## src/include/wdt_pkg.sv

```systemverilog
/*
  Package for the watchdog timer block: APB register map, field positions,
  reset values, timing counts and the packed carrier types.
  Assumes a 20 MHz system clock and a 32-bit APB slave.
*/
package wdt_pkg;

  // ==========================================================
  // Register map (byte addresses)
  // ==========================================================
  localparam logic [7:0] ADDR_CONTROL  = 8'h00;
  localparam logic [7:0] ADDR_KEY      = 8'h04;
  localparam logic [7:0] ADDR_INTERVAL = 8'h08;
  localparam logic [7:0] ADDR_IRQ_STAT = 8'h0C;
  localparam logic [7:0] ADDR_IRQ_MASK = 8'h10;
  localparam logic [7:0] ADDR_INT_EN   = 8'h14;

  // ==========================================================
  // Control register fields
  // ==========================================================
  localparam int BIT_RESTART   = 0;
  localparam int BIT_RST_EN    = 1;
  localparam int BIT_RST_CAUSE = 2;
  localparam int BIT_TIMEOUT   = 3;
  localparam int BIT_POWER_UP  = 6;

  // Interval select sits in bits 7:6 of its register
  localparam int BIT_SEL_LOW  = 6;
  localparam int BIT_SEL_HIGH = 7;

  // Interrupt status and mask bits
  localparam int IRQ_TIMEOUT  = 0;
  localparam int IRQ_WDRESET  = 1;
  localparam int IRQ_KEY_FAIL = 2;
  localparam int IRQ_WIDTH    = 3;

  // Interrupt enable register bits
  localparam int BIT_WD_IE     = 0;
  localparam int BIT_GLOBAL_IE = 1;

  // ==========================================================
  // Reset values and keys
  // ==========================================================
  localparam logic [1:0] SEL_RESET   = 2'h0;
  localparam logic [7:0] KEY_FIRST   = 8'hAA;
  localparam logic [7:0] KEY_SECOND  = 8'h55;
  localparam logic [7:0] CONTROL_RST = 8'h00;

  // ==========================================================
  // Timing
  // ==========================================================
  localparam int EXP_SEL0 = 17;
  localparam int EXP_SEL1 = 20;
  localparam int EXP_SEL2 = 23;
  localparam int EXP_SEL3 = 26;
  localparam int RESET_DELAY_CLKS = 512;
  localparam int CLK_NS           = 50;
  // Two machine cycles of four clocks each
  localparam int MACHINE_CLKS     = 4;
  localparam int RESET_HOLD_CLKS  = 2 * MACHINE_CLKS;
  localparam int CNT_WIDTH        = 27;

  // ==========================================================
  // Types
  // ==========================================================
  typedef enum logic [1:0] {
    WDT_IDLE  = 2'b00,
    WDT_COUNT = 2'b01,
    WDT_DELAY = 2'b11,
    WDT_HOLD  = 2'b10
  } wdt_state_type;

  typedef struct packed {
    logic       power_up;
    logic       timeout;
    logic       rst_cause;
    logic       rst_en;
  } wdt_ctrl_type;

  typedef struct packed {
    logic        sel;
    logic        wr;
    logic [7:0]  addr;
    logic [31:0] wdata;
  } wdt_apb_req_type;

endpackage

```

## src/hdl/wdt_key.sv

```systemverilog
/*
  Timed-access key tracker: opens a one-write window after AA then 55.
  Assumes write strobes from the APB slave on the same clock.
*/
`timescale 1ns/100ps
module wdt_key (
  input  wire logic       clk,
  input  wire logic       reset_n,
  input  wire logic       key_wr,
  input  wire logic [7:0] key_data,
  input  wire logic       prot_wr,
  output logic            unlocked,
  output logic            key_fail
);

  logic seen_first_r;
  logic seen_first_nxt;
  logic open_r;
  logic open_nxt;

  // Any key write other than the expected byte drops the sequence
  assign seen_first_nxt = key_wr ? (key_data == wdt_pkg::KEY_FIRST) : seen_first_r;
  assign open_nxt = key_wr ? (seen_first_r && key_data == wdt_pkg::KEY_SECOND)
                  : (prot_wr ? 1'b0 : open_r);
  assign unlocked = open_r;
  assign key_fail = prot_wr && !open_r;

  always_ff @(posedge clk) begin
    if (!reset_n) begin
      seen_first_r <= 1'b0;
      open_r       <= 1'b0;
    end else begin
      seen_first_r <= seen_first_nxt;
      open_r       <= open_nxt;
    end
  end

endmodule

```

## src/hdl/wdt_top.sv

```systemverilog
/*
  Watchdog timer with APB register access, timed-access protection,
  delayed system reset and a maskable interrupt.
  Assumes RESET_N is synchronous to CLK; POWER_FAIL_N and EXT_RESET_N are
  asynchronous pins and are synchronised here.
*/
`timescale 1ns/100ps
module wdt_top #(
  parameter int DELAY_CLKS = wdt_pkg::RESET_DELAY_CLKS,
  parameter int HOLD_CLKS  = wdt_pkg::RESET_HOLD_CLKS,
  parameter int SHIFT_ADJ  = 0
) (
  input  wire logic        CLK,
  input  wire logic        RESET_N,
  input  wire logic        POWER_FAIL_N,
  input  wire logic        EXT_RESET_N,
  input  wire logic        PSEL,
  input  wire logic        PENABLE,
  input  wire logic        PWRITE,
  input  wire logic [7:0]  PADDR,
  input  wire logic [31:0] PWDATA,
  output logic [31:0]      PRDATA,
  output logic             PREADY,
  output logic             PSLVERR,
  output logic             WDT_RESET,
  output logic             WDT_IRQ_REQ,
  output logic             IRQ
);

  // ==========================================================
  // Pin synchronisers
  // ==========================================================
  logic       pf_meta_r;
  logic       pf_sync_r;
  logic       ext_meta_r;
  logic       ext_sync_r;

  always_ff @(posedge CLK) begin
    if (!RESET_N) begin
      pf_meta_r  <= 1'b1;
      pf_sync_r  <= 1'b1;
      ext_meta_r <= 1'b1;
      ext_sync_r <= 1'b1;
    end else begin
      pf_meta_r  <= POWER_FAIL_N;
      pf_sync_r  <= pf_meta_r;
      ext_meta_r <= EXT_RESET_N;
      ext_sync_r <= ext_meta_r;
    end
  end

  wire power_fail = !pf_sync_r;
  wire ext_reset  = !ext_sync_r;

  // ==========================================================
  // APB decode
  // ==========================================================
  wdt_pkg::wdt_apb_req_type req;
  assign req = '{sel: PSEL, wr: PWRITE, addr: PADDR, wdata: PWDATA};

  wire access   = req.sel && PENABLE;
  wire wr_en    = access && req.wr;
  wire hit_ctl  = req.addr == wdt_pkg::ADDR_CONTROL;
  wire hit_key  = req.addr == wdt_pkg::ADDR_KEY;
  wire hit_int  = req.addr == wdt_pkg::ADDR_INTERVAL;
  wire hit_sta  = req.addr == wdt_pkg::ADDR_IRQ_STAT;
  wire hit_msk  = req.addr == wdt_pkg::ADDR_IRQ_MASK;
  wire hit_ien  = req.addr == wdt_pkg::ADDR_INT_EN;
  wire mapped   = hit_ctl | hit_key | hit_int | hit_sta | hit_msk | hit_ien;
  wire wr_ctl   = wr_en && hit_ctl;
  wire wr_key   = wr_en && hit_key;

  assign PREADY  = 1'b1;
  assign PSLVERR = access && !mapped;

  // ==========================================================
  // Timed access
  // ==========================================================
  logic unlocked;
  logic key_fail;

  wdt_key u_key (
    .clk      (CLK),
    .reset_n  (RESET_N),
    .key_wr   (wr_key),
    .key_data (req.wdata[7:0]),
    .prot_wr  (wr_ctl),
    .unlocked (unlocked),
    .key_fail (key_fail)
  );

  wire ctl_wr_ok = wr_ctl && unlocked;

  // ==========================================================
  // Interval select
  // ==========================================================
  function automatic logic [wdt_pkg::CNT_WIDTH-1:0] interval_of(input logic [1:0] sel);
    int e;
    case (sel)
      2'd0:    e = wdt_pkg::EXP_SEL0;
      2'd1:    e = wdt_pkg::EXP_SEL1;
      2'd2:    e = wdt_pkg::EXP_SEL2;
      2'd3:    e = wdt_pkg::EXP_SEL3;
      default: e = wdt_pkg::EXP_SEL0;
    endcase
    e = e - SHIFT_ADJ;
    if (e < 1) e = 1;
    interval_of = wdt_pkg::CNT_WIDTH'(1) << e;
  endfunction

  logic [1:0] sel_r;

  always_ff @(posedge CLK) begin
    if (!RESET_N || power_fail) begin
      sel_r <= wdt_pkg::SEL_RESET;
    end else if (wr_en && hit_int) begin
      sel_r <= req.wdata[wdt_pkg::BIT_SEL_HIGH:wdt_pkg::BIT_SEL_LOW];
    end
  end

  // ==========================================================
  // Counter and state machine
  // ==========================================================
  wdt_pkg::wdt_state_type    state_r;
  wdt_pkg::wdt_state_type    state_nxt;
  logic [wdt_pkg::CNT_WIDTH-1:0] cnt_r;
  logic [wdt_pkg::CNT_WIDTH-1:0] cnt_nxt;
  wdt_pkg::wdt_ctrl_type     ctl_r;
  logic                      enabled_r;

  wire restart   = ctl_wr_ok && req.wdata[wdt_pkg::BIT_RESTART];
  wire [wdt_pkg::CNT_WIDTH-1:0] limit = interval_of(sel_r);
  wire cnt_hit   = cnt_r == limit - wdt_pkg::CNT_WIDTH'(1);
  wire timeout   = state_r == wdt_pkg::WDT_COUNT && cnt_hit;
  wire delay_end = state_r == wdt_pkg::WDT_DELAY
                   && cnt_r == wdt_pkg::CNT_WIDTH'(DELAY_CLKS - 1);
  wire hold_end  = state_r == wdt_pkg::WDT_HOLD
                   && cnt_r == wdt_pkg::CNT_WIDTH'(HOLD_CLKS - 1);
  // External reset restarts the count and enables the watchdog; it never disables it
  wire soft_restart = restart || ext_reset;

  always_comb begin
    state_nxt = state_r;
    cnt_nxt   = cnt_r + wdt_pkg::CNT_WIDTH'(1);
    case (state_r)
      wdt_pkg::WDT_IDLE: begin
        cnt_nxt = '0;
        if (soft_restart) state_nxt = wdt_pkg::WDT_COUNT;
      end
      wdt_pkg::WDT_COUNT: begin
        if (soft_restart) begin
          cnt_nxt = '0;
        end else if (cnt_hit) begin
          cnt_nxt = '0;
          // Without reset enable the timer keeps dividing freely
          if (ctl_r.rst_en) state_nxt = wdt_pkg::WDT_DELAY;
        end
      end
      wdt_pkg::WDT_DELAY: begin
        if (soft_restart) begin
          cnt_nxt   = '0;
          state_nxt = wdt_pkg::WDT_COUNT;
        end else if (delay_end) begin
          cnt_nxt   = '0;
          state_nxt = wdt_pkg::WDT_HOLD;
        end
      end
      wdt_pkg::WDT_HOLD: begin
        if (hold_end) begin
          cnt_nxt   = '0;
          state_nxt = wdt_pkg::WDT_COUNT;
        end
      end
      default: begin
        cnt_nxt   = '0;
        state_nxt = wdt_pkg::WDT_IDLE;
      end
    endcase
    if (!enabled_r) begin
      state_nxt = soft_restart ? wdt_pkg::WDT_COUNT : wdt_pkg::WDT_IDLE;
      cnt_nxt   = '0;
    end
  end

  always_ff @(posedge CLK) begin
    if (!RESET_N || power_fail) begin
      state_r   <= wdt_pkg::WDT_IDLE;
      cnt_r     <= '0;
      enabled_r <= 1'b0;
    end else begin
      state_r   <= state_nxt;
      cnt_r     <= cnt_nxt;
      enabled_r <= enabled_r | soft_restart;
    end
  end

  wire wd_reset_start = delay_end && !soft_restart;

  // ==========================================================
  // Control flags; hardware set wins over software clear
  // ==========================================================
  wdt_pkg::wdt_ctrl_type ctl_nxt;
  logic                  por_done_r;

  always_comb begin
    ctl_nxt = ctl_r;
    if (ctl_wr_ok) begin
      ctl_nxt.power_up  = req.wdata[wdt_pkg::BIT_POWER_UP];
      ctl_nxt.timeout   = req.wdata[wdt_pkg::BIT_TIMEOUT];
      ctl_nxt.rst_en    = req.wdata[wdt_pkg::BIT_RST_EN];
    end
    if (wr_ctl) begin
      ctl_nxt.rst_cause = req.wdata[wdt_pkg::BIT_RST_CAUSE];
    end
    if (timeout) ctl_nxt.timeout = 1'b1;
    if (wd_reset_start && ctl_r.rst_en) ctl_nxt.rst_cause = 1'b1;
    if (!por_done_r) ctl_nxt.power_up = 1'b1;
  end

  always_ff @(posedge CLK) begin
    if (!RESET_N) begin
      ctl_r      <= '0;
      por_done_r <= 1'b0;
    end else if (power_fail) begin
      ctl_r      <= '0;
      por_done_r <= 1'b0;
    end else begin
      ctl_r      <= ctl_nxt;
      por_done_r <= 1'b1;
    end
  end

  // ==========================================================
  // Interrupt enables and status
  // ==========================================================
  logic [1:0]                  ien_r;
  logic [wdt_pkg::IRQ_WIDTH-1:0] stat_r;
  logic [wdt_pkg::IRQ_WIDTH-1:0] mask_r;
  logic [wdt_pkg::IRQ_WIDTH-1:0] evt;

  assign evt = {key_fail, wd_reset_start, timeout};
  wire [wdt_pkg::IRQ_WIDTH-1:0] w1c = (wr_en && hit_sta)
                                      ? req.wdata[wdt_pkg::IRQ_WIDTH-1:0] : '0;

  always_ff @(posedge CLK) begin
    if (!RESET_N) begin
      ien_r  <= '0;
      stat_r <= '0;
      mask_r <= '0;
    end else begin
      stat_r <= (stat_r & ~w1c) | evt;
      if (wr_en && hit_msk) mask_r <= req.wdata[wdt_pkg::IRQ_WIDTH-1:0];
      if (wr_en && hit_ien) ien_r <= req.wdata[1:0];
    end
  end

  assign IRQ         = |(stat_r & mask_r);
  assign WDT_RESET   = state_r == wdt_pkg::WDT_HOLD;
  assign WDT_IRQ_REQ = ctl_r.timeout && ien_r[wdt_pkg::BIT_WD_IE]
                       && ien_r[wdt_pkg::BIT_GLOBAL_IE];

  // ==========================================================
  // Read data
  // ==========================================================
  logic [7:0]  ctl_view;
  logic [31:0] rdata_nxt;
  logic [31:0] rdata_r;

  always_comb begin
    ctl_view = wdt_pkg::CONTROL_RST;
    ctl_view[wdt_pkg::BIT_POWER_UP]  = ctl_r.power_up;
    ctl_view[wdt_pkg::BIT_TIMEOUT]   = ctl_r.timeout;
    ctl_view[wdt_pkg::BIT_RST_CAUSE] = ctl_r.rst_cause;
    ctl_view[wdt_pkg::BIT_RST_EN]    = ctl_r.rst_en;
  end

  always_comb begin
    rdata_nxt = '0;
    if (hit_ctl) rdata_nxt[7:0] = ctl_view;
    if (hit_int) rdata_nxt[wdt_pkg::BIT_SEL_HIGH:wdt_pkg::BIT_SEL_LOW] = sel_r;
    if (hit_sta) rdata_nxt[wdt_pkg::IRQ_WIDTH-1:0] = stat_r;
    if (hit_msk) rdata_nxt[wdt_pkg::IRQ_WIDTH-1:0] = mask_r;
    if (hit_ien) rdata_nxt[1:0] = ien_r;
  end

  // Read data registered in setup so it is stable in the access phase
  always_ff @(posedge CLK) begin
    if (!RESET_N) begin
      rdata_r <= '0;
    end else if (req.sel && !PENABLE && !req.wr) begin
      rdata_r <= rdata_nxt;
    end
  end

  assign PRDATA = rdata_r;

endmodule

```

## config.mk

```make
export PLATFORM = sky130hd
export DESIGN_NAME = wdt_top
export DESIGN_NICKNAME = d
export VERILOG_FILES = /design/src/include/wdt_pkg.sv /design/src/hdl/wdt_key.sv /design/src/hdl/wdt_top.sv
export SDC_FILE = /design/constraint.sdc
export NUM_CORES = 1
export LEC_CHECK = 0
export ABC_AREA = 1
export BUFFER_PORTS_ARGS = -buffer_cell sky130_fd_sc_hd__buf_4
export CAP_MARGIN = 15
export CORE_AREA = 4 4 102 104
export CTS_CLUSTER_DIAMETER = 40
export DETAILED_ROUTE_END_ITERATION = 10
export DIE_AREA = 0 0 106 108
export GPL_TIMING_DRIVEN = 0
export PLACE_DENSITY_LB_ADDON = 0.1
export SYNTH_ARGS = -nofsm -noshare
export SYNTH_HDL_FRONTEND = slang
export SYNTH_SLANG_ARGS = --single-unit
```

## constraint.sdc

```tcl
create_clock -name CLK -period 2.3 [get_ports CLK]
set_input_delay 0.46 -clock CLK [delete_from_list [all_inputs] [get_ports CLK]]
set_output_delay 0.46 -clock CLK [all_outputs]
set_load 0.01 [all_outputs]
```

Word level (Yosys, flattened, before mapping)
Index checks and enable logic that the tools add are counted.
{"block": "totals", "n_memories": 0, "elab_cells": 131, "romBits": 0, "latchBits": 0, "ramBits": 0, "ff_bits": 59}
{"block": "op_classes", "bitwise": 11, "div_mod_pow": 0, "multipliers": 0, "eq_ne": 23, "n_addsub": 2, "magnitude_cmp": 1, "shift": 1, "muxes": 32, "n_reduce_logical": 42}
{"cell": "two-way mux 27 bit", "count": 5}
{"cell": "one-hot mux 32 bit (4 select lines)", "count": 1}
{"cell": "one-hot mux 27 bit (4 select lines)", "count": 1}
{"cell": "< comparator 32 x 2 -> 1 bit, second input constant", "count": 1}
{"cell": "two-way mux 32 bit", "count": 1}
{"cell": "<< shifter 1 x 32 -> 27 bit, first input constant", "count": 1}
{"cell": "adder 27 x 1 -> 27 bit, second input constant", "count": 1}
{"cell": "== test 27 bit", "count": 1}
{"cell": "== test 27 x 3 -> 1 bit, second input constant", "count": 1}
{"cell": "== test 27 x 9 -> 1 bit, second input constant", "count": 1}
{"cell": "subtractor 27 x 1 -> 27 bit, second input constant", "count": 1}
{"cell": "logical AND 1 bit", "count": 22}
{"cell": "two-way mux 2 bit", "count": 11}
{"cell": "== test 8 x 4 -> 1 bit, second input constant", "count": 2}
{"cell": "== test 8 x 5 -> 1 bit, second input constant", "count": 2}
{"cell": "!= test 3 bit, second input constant", "count": 4}
{"cell": "two-way mux 3 bit", "count": 3}
{"cell": "== test 2 bit, second input constant", "count": 4}
{"cell": "== test 8 x 3 -> 1 bit, second input constant", "count": 1}
{"cell": "== test 8 x 7 -> 1 bit, second input constant", "count": 1}
{"cell": "== test 8 bit, second input constant", "count": 1}
{"cell": "logical NOT 1 bit", "count": 8}
{"cell": "logical NOT 8 bit", "count": 1}
{"cell": "two-way mux 1 bit", "count": 8}
{"cell": "other kinds (18)", "count": 29}

Depth between registers and ports, before layout
{"block": "logic_depth", "word_depth": 11, "ltp_mapped": 13, "mapped_depth_nobuf": 13}

Modules after synthesis
A second synthesis with hierarchy kept.
{"block": "hier_totals", "hier_cells": 485, "area_unflattened_um2": 3349.5}
{"mod": "wdt_top", "cells_each": 454, "instances": 1, "area_per_inst_um2": 3191.8}
{"mod": "wdt_key", "cells_each": 31, "instances": 1, "area_per_inst_um2": 157.7}

Worst setup path after synthesis
No wires, ideal clock.
{"block": "synth_timing", "path_type": "flip-flop to flip-flop", "from": "register sel_r[1]", "to": "register cnt_r[16] in the netlist's numbering", "slack_ns": 0.527, "t_arrival_ns": 1.656, "stages_incl_launch_ff": 13, "t_required_ns": 2.183, "setup_ns": 0.117, "n_path_buf": 1, "path_cell_list": "dfxtp_1 > inv_1 > ha_1 > nand3b_1 > nand2_1 > nand2_1 > nor2_1 > nand3_1 > nand3_2 > nand3b_4 > nand2_4 > buf_6 > nor2_1"}
{"block": "synth_between", "elab_chain_cells": 10, "elab_cells_between_ends": 13}
{"item": "start, declared", "line_no": "wdt_top.sv:111", "rtl": "logic [1:0] sel_r;"}
{"item": "start signal, assigned", "line_no": "wdt_top.sv:115", "rtl": "sel_r <= wdt_pkg::SEL_RESET;"}
{"item": "start signal, assigned", "line_no": "wdt_top.sv:117", "rtl": "sel_r <= req.wdata[wdt_pkg::BIT_SEL_HIGH:wdt_pkg::BIT_SEL_LOW];"}
{"item": "== test 2 bit, or another cell as far along", "line_no": "wdt_top.sv:99", "rtl": "case (sel)"}
{"item": "one-hot mux 32 bit (4 select lines) *", "line_no": "wdt_top.sv:99"}
{"item": "< comparator 32 x 2 -> 1 bit", "line_no": "wdt_top.sv:107", "rtl": "if (e < 1) e = 1;"}
{"item": "two-way mux 32 bit *", "line_no": "wdt_top.sv:107"}
{"item": "<< shifter 1 x 32 -> 27 bit *", "line_no": "wdt_top.sv:108", "rtl": "interval_of = wdt_pkg::CNT_WIDTH'(1) << e;"}
{"item": "subtractor 27 x 1 -> 27 bit *", "line_no": "wdt_top.sv:133", "rtl": "wire cnt_hit = cnt_r == limit - wdt_pkg::CNT_WIDTH'(1);"}
{"item": "== test 27 bit *", "line_no": "wdt_top.sv:133"}
{"item": "two-way mux 27 bit *", "line_no": "wdt_top.sv:153", "rtl": "end else if (cnt_hit) begin"}
{"item": "two-way mux 27 bit *", "line_no": "wdt_top.sv:151", "rtl": "if (soft_restart) begin"}
{"item": "one-hot mux 27 bit (4 select lines) *", "line_no": "wdt_top.sv:145", "rtl": "case (state_r)"}
{"item": "end signal, assigned", "line_no": "wdt_top.sv:192", "rtl": "cnt_r <= cnt_nxt;"}
{"item": "end, declared", "line_no": "wdt_top.sv:126", "rtl": "logic [wdt_pkg::CNT_WIDTH-1:0] cnt_r;"}
Mark *: on every way between the ends. The rest lies on a longest branch, timed or not. The select of a mux whose other input is x is not followed.
A chain may end at the register's enable or synchronous reset.

Worst setup path in the final report
{"block": "layout_timing", "from": "register sel_r[0]", "to": "register cnt_r[16] in the netlist's numbering"}
Same word-level chain as after synthesis.

==> run_results.csv <==
group,metric,value,unit
route,drc_errors,0,
final_layout,fill_cells,1029,
clock_network,cts_setup_buffers,0,
critical_path,end_kind,"register",
final_layout,diodes,0,
clock_network,cts_hold_buf,0,
final_layout,finish.utilization,41.9,%
timing,tightest_slew,929,ps
run,drv_cap,0,
worst_hold_path,worstHoldPathType,"primary input to register",
critical_path,path_class,"register to register",
critical_path,cp_slowest_stage_delay,410,ps
route,post_drt_wl_per_cell,11.2,um
clock_network,cts_tree,"done",
route,drtIter0Drc,93,
final_layout,nets,587,
synth,netlist_instances,467,
pwr,p_per_area,561,mW/mm^2
timing,relSlewSlack,37.6,%
timing,max_freq,483,MHz
timing,rsz0062_at_grt,"no",
critical_path,required,2530,ps
timing,fin_tns_setup,0,ps
floorplan,num_rows,36,
floorplan,boundaryPins,84,
route,ant_nets,0,
placed_design,gp_congestion,0.868,
critical_path,worstPathCellList,"inv_1, ha_1, nand3b_1, nand2_1, nand2_1, nor2_1, nand3_1, nand3_2, nand3b_4, nand2_4, buf_6, nor2_1",
clock_network,cts_buffer_depth,2,
timing,skew,10.3,ps
clock_network,clock_latency,340,ps
global_route,antenna_found_initial,0,
clock_network,post_cts_resized,0,
pwr,p_leak,0.00178,uW
synth,synth_area_per_cell,7.01,um^2
critical_path,crit_path_start_kind,"register",
global_route,grt_max_degree,11,
clock_network,numCtsBuffers,9,
global_route,grt_pass1_wl,12300,um
route,vias,2884,
synth,synth_cell_type_count,40,
route,totalWireLength,7540,um
global_route,grt.met1_usage,16.8,%
status,status,"finished, final reports clean",
clock_network,cts-root-buf,"clkbuf_8",
global_route,grt_use_met2,21.8,%
clock_network,clock_sinks,57,
synth,ys_ff_latch,57,
final_layout,register_area,0.00114,mm^2
timing,period_needed,2070,ps
clock_network,cts.clk_slew.worst_paths,70,ps
final_layout,layout-drive-gt1-share,21.5,%
critical_path,crit_fanout,10,
global_route,use_met3,3.52,%
floorplan,initial_core_util,34.3,%
synth,synth_area,0.00327,mm^2
route,dr.pass1.iters,4,
final_layout,mostFrequentLayoutCells,"84 x nand2_1, 59 x nor2_1, 59 x buf_4",
final_layout,final_common_cell,"nand2_1",
synth,ys_seq_area_share,34.9,%
critical_path,cp.arrival,2300,ps
global_route,overflow,0,
pwr,total_power,2250,uW
critical_path,critPathBufInv,2,
global_route,grt_pass1_vias,2628,
synth,yosysWarnings,0,
placed_design,hpwl,5930,um
critical_path,critPathSlowestCell,"dfxtp_1",
floorplan,placeableCoreArea,0.00955,mm^2
critical_path,critical-path-top-delay-family,"simple AND/OR/NAND/NOR gates",
placed_design,io_buffer_count,32,
timing,hold_violations,0,
timing,finalSetupViolations,0,
floorplan,dieArea,0.0114,mm^2
pwr,vdd_drop_max,301,uV
timing,drv_slew,0,
global_route,busiest_layer,"met2",
final_layout,multi_input_comb_area,0.00176,mm^2
global_route,grt_usage,13.5,%
route,vias_per_cell,4.29,
final_layout,syn2layout_area_growth,22.3,%
clock_network,h-tree-depth,3,
floorplan,die_w,106,um
timing,finalCritPeriodShare,90.0,%
floorplan,die_y,108,um
registers in the layout, summed over array words and instances (netlist names), 2 cells and up:
name and flops:
cnt_r 27, PRDATA 6, ctl_r 4, mask_r 3, stat_r 3, ien_r 2
sel_r 2, state_r 2
cell type report:
cell class | count | share of cell area (%)
multi-input cells | 344 | 43.9
flip-flops and latches | 57 | 28.5
plain buffers | 32 | 6.16
repair buffers | 32 | 6.00
inverters | 59 | 5.53
well taps | 133 | 4.16
clock buffers | 11 | 3.78
clock inverters | 5 | 1.94
logic make-up (layout without fill, tap and decap cells):
| family | Yosys count | in the layout | share of synthesized area, % |
|---|---|---|---|
| and+or+nand+nor | 239 | 239 | 34.5 |
| buffers and inverters | 91 | 139 | 14.3 |
| DFF | 57 | 57 | 34.9 |
| AOI/OAI and AO/OA | 52 | 52 | 8.56 |
| xor gates and xnor gates | 20 | 20 | 5.35 |
| adders and majority gates | 5 | 5 | 1.91 |
| other | 2 | 27 | 0.229 |
| muxes | 1 | 1 | 0.306 |
where the power goes:
part           leakage, uW  switching, uW  internal [uW]
clock network     0.000115            416            665
registers         0.000462           6.02           1000
logic              0.00120           83.0           78.7
total              0.00178            505           1740
routing by layer:
metal,share of wire [%],wire (um)
met4,2.1,159
met5,0,0
met3,5.1,381
met1,48,3630
met2,45,3370
cells in the mapped netlist (all sizes together):
cell    instances  area [um^2]
nand2          91          364
nor2           78          345
inv            58          218
dfxtp          57         1140
buf            30          239
nand3          28          145
o21ai          26          134
a21oi          19         95.1
xor2           15          131
nor3           13         76.3
nand4          10         62.6
nor4            7         43.8
or2             7         43.8
ha              5         62.6
xnor2           5         43.8
a211oi          2         15.0
a31oi           2         12.5
a41oi           2         17.5
and2            2         12.5
clkbuf          2         7.51
conb            2         7.51
nand3b          2         27.5
clkinv          1         3.75
mux2i           1         10.0
nor3b           1         7.51
o22ai           1         6.26
per-stage QoR:
stage | hold WS, ps | instances | instance area (um^2) | setup slack (ps)
2_1_floorplan | 393 | 492 | 3370 | 527
3_3_place_gp | 394 | 657 | 3770 | 183
3_5_place_dp | 398 | 657 | 3770 | 147
4_1_cts | 286 | 673 | 4000 | 118
5_1_grt | 283 | 673 | 4000 | 61.2
6_report | 301 | 673 | 4000 | 231
worst register-to-register path, delay by kind of cell, from the launching register on:
family	cells	cell delay [ps]
flip-flops	1	410
AND/OR/NAND/NOR	9	1010
adder cells (fa/ha/maj)	1	280
buffers and inverters	2	250
path summary, 6_finish.rpt:
check / start / endpoint / slack (ps) / depth (start not counted)
setup / recovery: sel_r[0] / cnt_r[16] / 230 / 12
hold / removal: POWER_FAIL_N / pf_meta_r / 300 / 2
setup reg to reg: sel_r[0] / cnt_r[16] / 230 / 12
hold reg to reg: pf_meta_r / pf_sync_r / 410 / 1
(Power assumes the default switching activity.)
